### src/core/fsrrc_pkg.sv
package fsrrc_pkg;

    // Sequencer states
    typedef enum logic [2:0] {
        ST_IDLE   = 3'b000,
        ST_PROG   = 3'b001,
        ST_ERASE  = 3'b010,
        ST_PSUSP  = 3'b011,
        ST_ESUSP  = 3'b100,
        ST_PP_ES  = 3'b101,
        ST_STATUS = 3'b110
    } fsrrc_state_t;

    // Operation kinds requested by the array decoder
    typedef enum logic [2:0] {
        OP_PROG   = 3'b000,
        OP_SECTOR = 3'b001,
        OP_BLOCK  = 3'b010,
        OP_CHIP   = 3'b011,
        OP_STATUS = 3'b100
    } fsrrc_op_t;

    typedef struct packed {
        logic erase_suspend_flag;
        logic program_suspend_flag;
        logic write_enable_latch;
        logic busy_flag;
    } fsrrc_flags_t;

    typedef logic [21:0] fsrrc_rec_t;

    localparam fsrrc_flags_t FLAGS_RESET = 4'h0;
    localparam int SEC_PSB_BIT = 2;
    localparam int SEC_ESB_BIT = 3;

    localparam logic [7:0] CMD_WRITE_ENABLE = 8'h06;
    localparam logic [7:0] CMD_WRITE_DISABLE = 8'h04;
    localparam logic [7:0] CMD_NOP = 8'h00;
    localparam logic [7:0] CMD_RESET_ARM = 8'h66;
    localparam logic [7:0] CMD_RESET = 8'h99;
    localparam logic [7:0] CMD_RESUME_A = 8'h7A;
    localparam logic [7:0] CMD_RESUME_B = 8'h30;
    localparam logic [7:0] CMD_PARAM_READ = 8'h5A;

    localparam logic [5:0] BITS_OPCODE = 6'h08;
    localparam logic [5:0] BITS_ADDR_END = 6'h20;
    localparam logic [5:0] BITS_DATA = 6'h28;
    localparam logic [5:0] STEP_SERIAL = 6'h01;
    localparam logic [5:0] STEP_QUAD = 6'h04;

    // Clock rate and times
    localparam int CLK_KHZ = 25000;
    localparam int RESET_LOW_WIDTH_US = 10;
    localparam int POWER_RESET_RECOVERY_US = 35;
    localparam int REC_DECODE_US = 40;
    localparam int REC_READ_US = 35;
    localparam int REC_PROG_US = 310;
    localparam int REC_SECTOR_MS = 12;
    localparam int REC_BLOCK_MS = 25;
    localparam int REC_CHIP_MS = 100;
    localparam int REC_STATUS_MS = 40;

    localparam logic [7:0] RST_LOW_CYC = 8'((RESET_LOW_WIDTH_US * CLK_KHZ + 999) / 1000);
    localparam fsrrc_rec_t POR_REC_CYC =
        fsrrc_rec_t'((POWER_RESET_RECOVERY_US * CLK_KHZ + 999) / 1000);
    localparam fsrrc_rec_t DECODE_REC_CYC = fsrrc_rec_t'((REC_DECODE_US * CLK_KHZ + 999) / 1000);
    localparam fsrrc_rec_t READ_REC_CYC = fsrrc_rec_t'((REC_READ_US * CLK_KHZ + 999) / 1000);
    localparam int PROG_REC_CYC = (REC_PROG_US * CLK_KHZ + 999) / 1000;
    localparam int SECTOR_REC_CYC = REC_SECTOR_MS * CLK_KHZ;
    localparam int BLOCK_REC_CYC = REC_BLOCK_MS * CLK_KHZ;
    localparam int CHIP_REC_CYC = REC_CHIP_MS * CLK_KHZ;
    localparam int STATUS_REC_CYC = REC_STATUS_MS * CLK_KHZ;

endpackage

### src/core/fsrrc_ctrl.sv
// Contract
// Listed status, reset and no-operation commands act at once while suspended.
// Erase suspend allows page program except in the suspended region.
// Host sends write enable before every page program.
// Program started inside erase suspend cannot be suspended.
// That program holds latch and busy high, clears both when done.
// Resume continues the suspended program or erase.
// Host checks no program runs before resuming an erase.
// Resume sets latch and busy, clears the matching suspend flag.
// Host waits resume-to-suspend latency before suspending again.
// Resume is ignored in performance-enhance read mode.
// No-operation only cancels a pending reset arm.
// Commands taken as 8 serial clocks or 2 quad clocks.
// Reset acts only right after reset arm; other commands disarm.
// Software reset returns to standby with power-on defaults.
// Software reset aborts a running program or erase.
// Recovery time after reset depends on the interrupted activity.
// Parameter read takes three address bytes, one dummy, streams bytes; the code streams them only when quad command mode is off.
// Reset pin low for the minimum width resets the device.
// After pin reset: standby, volatile bits at defaults.
// Pin reset ends program or erase, output off throughout.
// Host keeps select high after reset release and after power-on.
// Power-up enters standby with the latch cleared.
// Suspend flags readable at bits 2 and 3 of security byte.
// Recovery times are cycle counters from the clock rate.
`timescale 1ns/1ps
`default_nettype none

module fsrrc_ctrl #(
    parameter int PROG_REC_CYC = fsrrc_pkg::PROG_REC_CYC,
    parameter int SECTOR_REC_CYC = fsrrc_pkg::SECTOR_REC_CYC,
    parameter int BLOCK_REC_CYC = fsrrc_pkg::BLOCK_REC_CYC,
    parameter int CHIP_REC_CYC = fsrrc_pkg::CHIP_REC_CYC,
    parameter int STATUS_REC_CYC = fsrrc_pkg::STATUS_REC_CYC
) (
    input wire logic sys_clk_in,                        // System clock
    input wire logic nrst_in,                           // Async reset, low
    input wire logic ce_in,                             // Clock enable
    input wire logic sclk_in,                           // Serial clock pin
    input wire logic cs_n_in,                           // Chip select pin, low
    input wire logic [3:0] sio_in,                      // Data lines in
    input wire logic reset_n_pin_in,                    // Reset pin, low
    input wire logic quad_command_mode_in,              // Quad command mode
    input wire logic perf_mode_in,                      // Enhance read mode
    input wire logic op_start_in,                       // Operation request
    input wire fsrrc_pkg::fsrrc_op_t op_kind_in,        // Requested kind
    input wire logic op_done_in,                        // Array finished
    input wire logic suspend_in,                        // Suspend request
    input wire logic erase_hit_in,                      // Address in erased region
    input wire logic protected_in,                      // Address protected
    input wire logic [7:0] param_data_in,               // Table byte
    output logic so_out,                                // Serial out
    output logic so_oe_out,                             // Serial out enable
    output logic [23:0] param_addr_out,                 // Table address
    output fsrrc_pkg::fsrrc_flags_t flags_out,          // Status flags
    output logic [7:0] security_out,                    // Security byte
    output logic ready_out,                             // Not in recovery
    output logic op_grant_out,                          // Operation started
    output logic abort_out,                             // Operation aborted
    output logic sw_reset_out                           // Software reset done
);

    ////////////////////////////////////////////////////////////////////////
    // Pin synchronisers and edges
    logic [2:0] sclk_s;
    logic [2:0] cs_s;
    logic [1:0] rstp_s;
    logic [3:0] sio_s1;
    logic [3:0] sio_s2;

    always_ff @(posedge sys_clk_in or negedge nrst_in) begin
        if (!nrst_in) begin
            sclk_s <= 3'h0;
            cs_s <= 3'h7;
            rstp_s <= 2'h3;
            sio_s1 <= 4'h0;
            sio_s2 <= 4'h0;
        end else if (ce_in) begin
            sclk_s <= {sclk_s[1:0], sclk_in};
            cs_s <= {cs_s[1:0], cs_n_in};
            rstp_s <= {rstp_s[0], reset_n_pin_in};
            sio_s1 <= sio_in;
            sio_s2 <= sio_s1;
        end
    end

    logic sclk_rise;
    logic sclk_fall;
    logic cs_low;
    logic cs_rise;
    assign sclk_rise = sclk_s[1] & ~sclk_s[2];
    assign sclk_fall = ~sclk_s[1] & sclk_s[2];
    assign cs_low = ~cs_s[1];
    assign cs_rise = cs_s[1] & ~cs_s[2];

    ////////////////////////////////////////////////////////////////////////
    // Command shifter
    logic [23:0] sh;
    logic [5:0] bits;
    logic [7:0] opcode;
    logic [23:0] next_sh;
    logic [5:0] next_bits;

    always_comb begin
        next_sh = quad_command_mode_in ? {sh[19:0], sio_s2} : {sh[22:0], sio_s2[0]};
        next_bits = bits + (quad_command_mode_in ? fsrrc_pkg::STEP_QUAD
                                                 : fsrrc_pkg::STEP_SERIAL);
    end

    always_ff @(posedge sys_clk_in or negedge nrst_in) begin
        if (!nrst_in) begin
            sh <= 24'h0;
            bits <= 6'h0;
            opcode <= 8'h0;
        end else if (ce_in) begin
            if (!cs_low) begin
                bits <= 6'h0;
            end else if (sclk_rise && bits < fsrrc_pkg::BITS_DATA) begin
                sh <= next_sh;
                bits <= next_bits;
                if (next_bits == fsrrc_pkg::BITS_OPCODE) begin
                    opcode <= next_sh[7:0];
                end
            end
        end
    end

    ////////////////////////////////////////////////////////////////////////
    // Reset pin, recovery counter, reset arm
    logic [7:0] low_cnt;
    logic hold;
    logic hw_evt;
    logic sw_evt;
    logic rst_evt;
    logic ready_i;
    logic exec;
    logic frame_done;
    logic arm;
    logic param_phase;
    fsrrc_pkg::fsrrc_rec_t rec;
    fsrrc_pkg::fsrrc_state_t state;
    fsrrc_pkg::fsrrc_op_t erase_kind;
    fsrrc_pkg::fsrrc_flags_t flags;

    assign hold = (low_cnt == fsrrc_pkg::RST_LOW_CYC);
    assign hw_evt = ce_in && !rstp_s[1] && (low_cnt == fsrrc_pkg::RST_LOW_CYC - 8'h01);
    assign ready_i = (rec == '0) && !hold;
    assign frame_done = ce_in && cs_rise && ready_i && (bits >= fsrrc_pkg::BITS_OPCODE);
    assign exec = frame_done && (bits == fsrrc_pkg::BITS_OPCODE);
    assign sw_evt = exec && (opcode == fsrrc_pkg::CMD_RESET) && arm;
    assign rst_evt = hw_evt || sw_evt;
    assign param_phase = cs_low && (opcode == fsrrc_pkg::CMD_PARAM_READ)
                         && (bits == fsrrc_pkg::BITS_DATA) && !quad_command_mode_in;

    function automatic fsrrc_pkg::fsrrc_rec_t rec_sel(input fsrrc_pkg::fsrrc_state_t st,
                                                      input fsrrc_pkg::fsrrc_op_t ek,
                                                      input logic reading);
        case (st)
            fsrrc_pkg::ST_PROG, fsrrc_pkg::ST_PP_ES: rec_sel = fsrrc_pkg::fsrrc_rec_t'(PROG_REC_CYC);
            fsrrc_pkg::ST_STATUS: rec_sel = fsrrc_pkg::fsrrc_rec_t'(STATUS_REC_CYC);
            fsrrc_pkg::ST_ERASE: begin
                case (ek)
                    fsrrc_pkg::OP_SECTOR: rec_sel = fsrrc_pkg::fsrrc_rec_t'(SECTOR_REC_CYC);
                    fsrrc_pkg::OP_BLOCK: rec_sel = fsrrc_pkg::fsrrc_rec_t'(BLOCK_REC_CYC);
                    default: rec_sel = fsrrc_pkg::fsrrc_rec_t'(CHIP_REC_CYC);
                endcase
            end
            default: rec_sel = reading ? fsrrc_pkg::READ_REC_CYC : fsrrc_pkg::DECODE_REC_CYC;
        endcase
    endfunction

    always_ff @(posedge sys_clk_in or negedge nrst_in) begin
        if (!nrst_in) begin
            low_cnt <= 8'h0;
        end else if (ce_in) begin
            if (rstp_s[1]) begin
                low_cnt <= 8'h0;
            end else if (!hold) begin
                low_cnt <= low_cnt + 8'h01;
            end
        end
    end

    always_ff @(posedge sys_clk_in or negedge nrst_in) begin
        if (!nrst_in) begin
            rec <= fsrrc_pkg::POR_REC_CYC;
            ready_out <= 1'b0;
        end else if (ce_in) begin
            if (rst_evt) begin
                rec <= rec_sel(state, erase_kind, param_phase);
            end else if (!hold && rec != '0) begin
                rec <= rec - fsrrc_pkg::fsrrc_rec_t'(1);
            end
            ready_out <= ready_i && !rst_evt;
        end
    end

    always_ff @(posedge sys_clk_in or negedge nrst_in) begin
        if (!nrst_in) begin
            arm <= 1'b0;
        end else if (ce_in) begin
            if (rst_evt) begin
                arm <= 1'b0;
            end else if (frame_done) begin
                arm <= exec && (opcode == fsrrc_pkg::CMD_RESET_ARM);
            end
        end
    end

    ////////////////////////////////////////////////////////////////////////
    // Sequencer and flags
    always_ff @(posedge sys_clk_in or negedge nrst_in) begin
        if (!nrst_in) begin
            state <= fsrrc_pkg::ST_IDLE;
            erase_kind <= fsrrc_pkg::OP_SECTOR;
            flags <= fsrrc_pkg::FLAGS_RESET;
            op_grant_out <= 1'b0;
            abort_out <= 1'b0;
            sw_reset_out <= 1'b0;
        end else if (ce_in) begin
            op_grant_out <= 1'b0;
            abort_out <= 1'b0;
            sw_reset_out <= 1'b0;
            if (rst_evt || hold) begin
                abort_out <= rst_evt && flags.busy_flag;
                sw_reset_out <= sw_evt;
                state <= fsrrc_pkg::ST_IDLE;
                flags <= fsrrc_pkg::FLAGS_RESET;
            end else if (op_done_in && flags.busy_flag) begin
                flags.busy_flag <= 1'b0;
                flags.write_enable_latch <= 1'b0;
                state <= (state == fsrrc_pkg::ST_PP_ES) ? fsrrc_pkg::ST_ESUSP
                                                        : fsrrc_pkg::ST_IDLE;
            end else if (suspend_in && state == fsrrc_pkg::ST_PROG) begin
                state <= fsrrc_pkg::ST_PSUSP;
                flags.program_suspend_flag <= 1'b1;
                flags.busy_flag <= 1'b0;
                flags.write_enable_latch <= 1'b0;
            end else if (suspend_in && state == fsrrc_pkg::ST_ERASE
                         && erase_kind != fsrrc_pkg::OP_CHIP) begin
                state <= fsrrc_pkg::ST_ESUSP;
                flags.erase_suspend_flag <= 1'b1;
                flags.busy_flag <= 1'b0;
                flags.write_enable_latch <= 1'b0;
            end else if (exec) begin
                case (opcode)
                    fsrrc_pkg::CMD_WRITE_ENABLE: flags.write_enable_latch <= 1'b1;
                    fsrrc_pkg::CMD_WRITE_DISABLE: begin
                        if (!flags.busy_flag) begin
                            flags.write_enable_latch <= 1'b0;
                        end
                    end
                    fsrrc_pkg::CMD_RESUME_A, fsrrc_pkg::CMD_RESUME_B: begin
                        if (!perf_mode_in && state == fsrrc_pkg::ST_PSUSP) begin
                            state <= fsrrc_pkg::ST_PROG;
                            flags <= '{1'b0, 1'b0, 1'b1, 1'b1};
                        end else if (!perf_mode_in && state == fsrrc_pkg::ST_ESUSP) begin
                            state <= fsrrc_pkg::ST_ERASE;
                            flags <= '{1'b0, 1'b0, 1'b1, 1'b1};
                        end
                    end
                    default: ;
                endcase
            end else if (op_start_in && ready_i && flags.write_enable_latch
                         && !protected_in) begin
                if (op_kind_in == fsrrc_pkg::OP_PROG && state == fsrrc_pkg::ST_IDLE) begin
                    state <= fsrrc_pkg::ST_PROG;
                    flags.busy_flag <= 1'b1;
                    op_grant_out <= 1'b1;
                end else if (op_kind_in == fsrrc_pkg::OP_PROG
                             && state == fsrrc_pkg::ST_ESUSP && !erase_hit_in) begin
                    state <= fsrrc_pkg::ST_PP_ES;
                    flags.busy_flag <= 1'b1;
                    op_grant_out <= 1'b1;
                end else if (op_kind_in != fsrrc_pkg::OP_PROG
                             && state == fsrrc_pkg::ST_IDLE) begin
                    state <= (op_kind_in == fsrrc_pkg::OP_STATUS) ? fsrrc_pkg::ST_STATUS
                                                                  : fsrrc_pkg::ST_ERASE;
                    erase_kind <= op_kind_in;
                    flags.busy_flag <= 1'b1;
                    op_grant_out <= 1'b1;
                end
            end
        end
    end

    assign flags_out = flags;

    always_comb begin
        security_out = 8'h00;
        security_out[fsrrc_pkg::SEC_PSB_BIT] = flags.program_suspend_flag;
        security_out[fsrrc_pkg::SEC_ESB_BIT] = flags.erase_suspend_flag;
    end

    ////////////////////////////////////////////////////////////////////////
    // Parameter table read out
    logic [6:0] pdata;
    logic [2:0] ocnt;

    always_ff @(posedge sys_clk_in or negedge nrst_in) begin
        if (!nrst_in) begin
            pdata <= 7'h0;
            ocnt <= 3'h0;
            so_out <= 1'b0;
            so_oe_out <= 1'b0;
            param_addr_out <= 24'h0;
        end else if (ce_in) begin
            so_oe_out <= param_phase && rstp_s[1] && ready_i;
            if (!cs_low) begin
                ocnt <= 3'h0;
            end else if (sclk_rise && next_bits == fsrrc_pkg::BITS_ADDR_END
                         && opcode == fsrrc_pkg::CMD_PARAM_READ) begin
                param_addr_out <= next_sh;
            end else if (sclk_fall && param_phase) begin
                ocnt <= ocnt + 3'h1;
                if (ocnt == 3'h0) begin
                    so_out <= param_data_in[7];
                    pdata <= param_data_in[6:0];
                    param_addr_out <= param_addr_out + 24'h1;
                end else begin
                    so_out <= pdata[6];
                    pdata <= {pdata[5:0], 1'b0};
                end
            end
        end
    end
endmodule // fsrrc_ctrl

`default_nettype wire

### config.mk
export PLATFORM = sky130hd
export DESIGN_NAME = fsrrc_ctrl
export DESIGN_NICKNAME = d
export VERILOG_FILES = /design/src/core/fsrrc_pkg.sv /design/src/core/fsrrc_ctrl.sv
export SDC_FILE = /design/constraint.sdc
export NUM_CORES = 1
export LEC_CHECK = 0
export BUFFER_PORTS_ARGS = -buffer_cell sky130_fd_sc_hd__buf_2
export CORE_AREA = 5 5 137 139
export DETAILED_ROUTE_END_ITERATION = 7
export DIE_AREA = 0 0 142 144
export GPL_TIMING_DRIVEN = 0
export PLACE_DENSITY_LB_ADDON = 0.1
export SETUP_SLACK_MARGIN = 0.15
export SYNTH_ARGS = -nofsm -noshare
export SYNTH_HDL_FRONTEND = slang
export SYNTH_SLANG_ARGS = --single-unit
export TNS_END_PERCENT = 30
### constraint.sdc
create_clock -name sys_clk_in -period 3.3 [get_ports sys_clk_in]
set_input_delay 0.495 -clock sys_clk_in [delete_from_list [all_inputs] [get_ports sys_clk_in]]
set_output_delay 0.495 -clock sys_clk_in [all_outputs]
set_load 0.05 [all_outputs]
==> results.md <==
* Unique masters post-synth at 78
* CTS buffer count at 17
* Post-Synthesis Cells at 838
* CTS sink cnt at 134
* Max cap viols at 0
* Antenna Nets Post-Route at 0
* Initial DRT Pass Iterations at 5
* Die Y at 144 um
* Worst r2r path cells at 8
* Setup slack after layout at 0.224 ns
* Pleak at 0.00399 uW
* Slew margin rel. at 30.8%
* Dpl hpwl at 15400 um
* Setup bufs post-CTS at 0
* CTS tree: yes
* Yosys top cell area share at 39.7%
* Worst-path maximum fanout at 10
* Pwr Density at 582 nW/um2
* Crit. End Element: flop
* Worst r2r src: rec[14]
* Ports at 70
* Syn avg cell area at 9.10 um2
* Port bufs at 63
* Sequential share of the synthesized area at 44.2%
* Core Rows at 49
* First-pass GRT wire length at 34900 um
* Mapped Area at 7630 um2
* Hold Crit Class: in2async
* H-Tree Depth at 4
* Slew Limit Fails at 0
* Diodes inserted at 0
* Largest net degree at the start of global routing at 82
* Clk Tree Root Cell: clkbuf_16
* Die area at 20400 um2
* R2R Setup Slk at 0.22 ns
* Routed wire per std cell at 18.6 um
* Ys flop type: dfrtp_1
* Seq cells post-synth at 134
* Fin util at 51.0%
* Final #Nets at 969
* Vias per std cell at 5.76
* Worst Tran Pin Value at 1.01 ns
* Placer Congestion at 0.840
* Crit share post-route at 93.2%
* Antenna violations before repair at 0
* # DRC at 0
* DR iter-0 viols at 506
* Register area at 3370 um2
* Post-synth EDFFs at 0
* Total wire length at 21700 um
* Share of flip-flops with an asynchronous set or reset at 100%
* Vias in the first global route at 6432
* Share of cells above drive strength 1 at 19.0%
* Hold Fails Final Rpt at 0
* Peak supply drop at 0.357 mV
* Synth Warn # at 0
* Layout Area Growth over Synthesis at 17.1%
* Starting Density at 43.5%
* Final Skew at 0.00831 ns
* Gr usage total at 21.6%
* Status: completed
* Req. time, crit path at 3.61 ns
* Clock buffer depth at 2
* Filler cells at 1663
* CP startpoint kind: flop
* Yosys top cell by area: dfrtp_1
* Crit Reg-Reg Endpoint: rec[16]
* Grt ovf at 0
* Worst EP arrival at 3.39 ns
* Core Area at 17500 um2
* Footprint of the multi-input gates at 3950 um2
* Place WS at -1.10 ns
* RSZ-0062 raised after global routing: yes
* Synth area leaders: dfrtp_1, a21oi_1, o21ai_0
* Upper clock frequency limit at 325 MHz
* Die Span X at 142 um
* Vias post-DR at 6712
* CP Class: reg2reg
* Later-pin clock latency in the skew report at 0.42 ns
* Min Tclk post-route at 3.08 ns
* Clk slew on worst S/H paths at 0.06 ns
* Setup violators final at 0
area by class of cell:
| type | count | share of cell area, % |
|---|---|---|
| clock buffer | 18 | 4.92 |
| multi-input combinational | 632 | 44.2 |
| clock inverter | 13 | 2.02 |
| tap | 229 | 3.21 |
| inverter | 24 | 1.01 |
| buffer | 52 | 3.00 |
| timing repair buffer | 64 | 3.91 |
| sequential | 134 | 37.7 |
timing repair:
action                                  in CTS  in global routing
resized for setup                            6                  6
hold buffers                                 0                  0
endpoints found under the hold margin        0                  0
endpoints found under the setup margin      31                 27
routing by layer:
metal	vias up	wire length (um)	track usage, %
met1	3327	10100	30.0
met3	31	748	3.80
li1	3210	-	-
met5	-	0	0
met4	0	397	5.61
met2	144	10400	35.3
stage by stage:
stage	total power, uW	cells	area (um2)	setup TNS, ns	hold slack [ns]
finish	5200	1166	8930	0	0.0310
global route	5460	1166	8930	0	0.0732
CTS	5240	1166	8920	0	0.0512
detailed placement	3170	1136	8280	-25.03	0.466
global placement	3150	1135	8250	-54.40	0.462
floorplan	2850	843	7650	0	0.199
registers in the layout, indices dropped and copies added (netlist names), 4 cells and up:
signal,cells
flags_out,4
pdata,7
sio_s2,4
low_cnt,8
param_addr_out,24
rec,22
sh,23
bits,6
sio_s1,4
opcode,8
worst max-delay path by stage:
stage                         startpoint                  to  slack [ns]  depth (start not counted)
floorplan           quad_command_mode_in   param_addr_out[9]        0.18                         10
global placement    quad_command_mode_in  param_addr_out[11]       -1.02                         11
detailed placement  quad_command_mode_in  param_addr_out[11]       -1.10                         11
CTS                 quad_command_mode_in   param_addr_out[9]        0.17                         12
global route                     rec[12]              rec[5]        0.14                          6
finish                           rec[14]             rec[16]        0.22                          8
report_power, final:
part	total (uW)	internal [uW]	switching (uW)
clock network	2040	1280	761
registers	2240	1950	286
logic	926	375	551
total	5200	3600	1600
logic make-up after synthesis:
group / share of synthesized area [%]
XOR/XNOR: 1.15
flip-flops: 44.2
AND/OR/NAND/NOR: 20.3
other: 0.0492
multiplexers: 7.46
AO/OA/AOI/OAI: 19.6
buffers and inverters: 4.61
adder cells (fa/ha/maj): 2.62
worst max-delay path: stages (launching register included):
cell,delay (ns)
dfrtp_1,0.43
or4_4,0.58
nor4_1,0.43
nand3_1,0.41
o21ai_2,0.37
buf_2,0.31
o21ai_0,0.19
a21oi_1,0.18
nor2_1,0.06
layout by cell type, fill, tap and decap left out, drive strengths merged, types with 6 or more instances in the layout:
cell type / synthesis / layout
nand4: 11 / 11
nor3: 20 / 20
a22o: 7 / 7
o31ai: 10 / 10
o22a: 8 / 8
o21ai: 79 / 79
mux2: 23 / 23
clkbuf: 32 / 50
nor2b: 7 / 7
dfrtp: 121 / 121
nand2: 74 / 74
inv: 24 / 25
nor2: 74 / 74
nor4: 9 / 9
a21oi: 98 / 98
dfstp: 13 / 13
and4: 6 / 6
buf: 21 / 84
a31oi: 6 / 6
and3: 23 / 23
mux2i: 31 / 31
ha: 16 / 16
nand3: 31 / 31
conb: 1 / 6
synthesized netlist by cell type, types with 3 or more instances:
| cell type | instances |
|---|---|
| a31oi_1 | 6 |
| buf_4 | 8 |
| inv_1 | 24 |
| and4_1 | 6 |
| and3_1 | 22 |
| clkbuf_1 | 31 |
| mux2i_1 | 31 |
| o31ai_1 | 10 |
| a21o_1 | 5 |
| a32oi_1 | 5 |
| nand2_1 | 73 |
| nor3_1 | 20 |
| xor2_1 | 5 |
| nor2_1 | 74 |
| buf_2 | 7 |
| nor4_1 | 8 |
| or4_1 | 4 |
| mux2_2 | 23 |
| and2_1 | 4 |
| xnor2_1 | 5 |
| o22a_1 | 8 |
| buf_6 | 3 |
| a22o_1 | 7 |
| nand2b_1 | 5 |
| o211ai_1 | 5 |
| nor2b_1 | 7 |
| o21ai_1 | 8 |
| nand3_1 | 29 |
| o21ai_0 | 69 |
| or3_1 | 4 |
| ha_1 | 16 |
| nand4_1 | 11 |
| a21oi_1 | 97 |
| dfrtp_1 | 121 |
| a22oi_1 | 3 |
| nor3b_1 | 5 |
| nor4bb_1 | 3 |
| buf_1 | 3 |
| dfstp_2 | 13 |
Note: power is estimated with default switching activity, not from simulation.
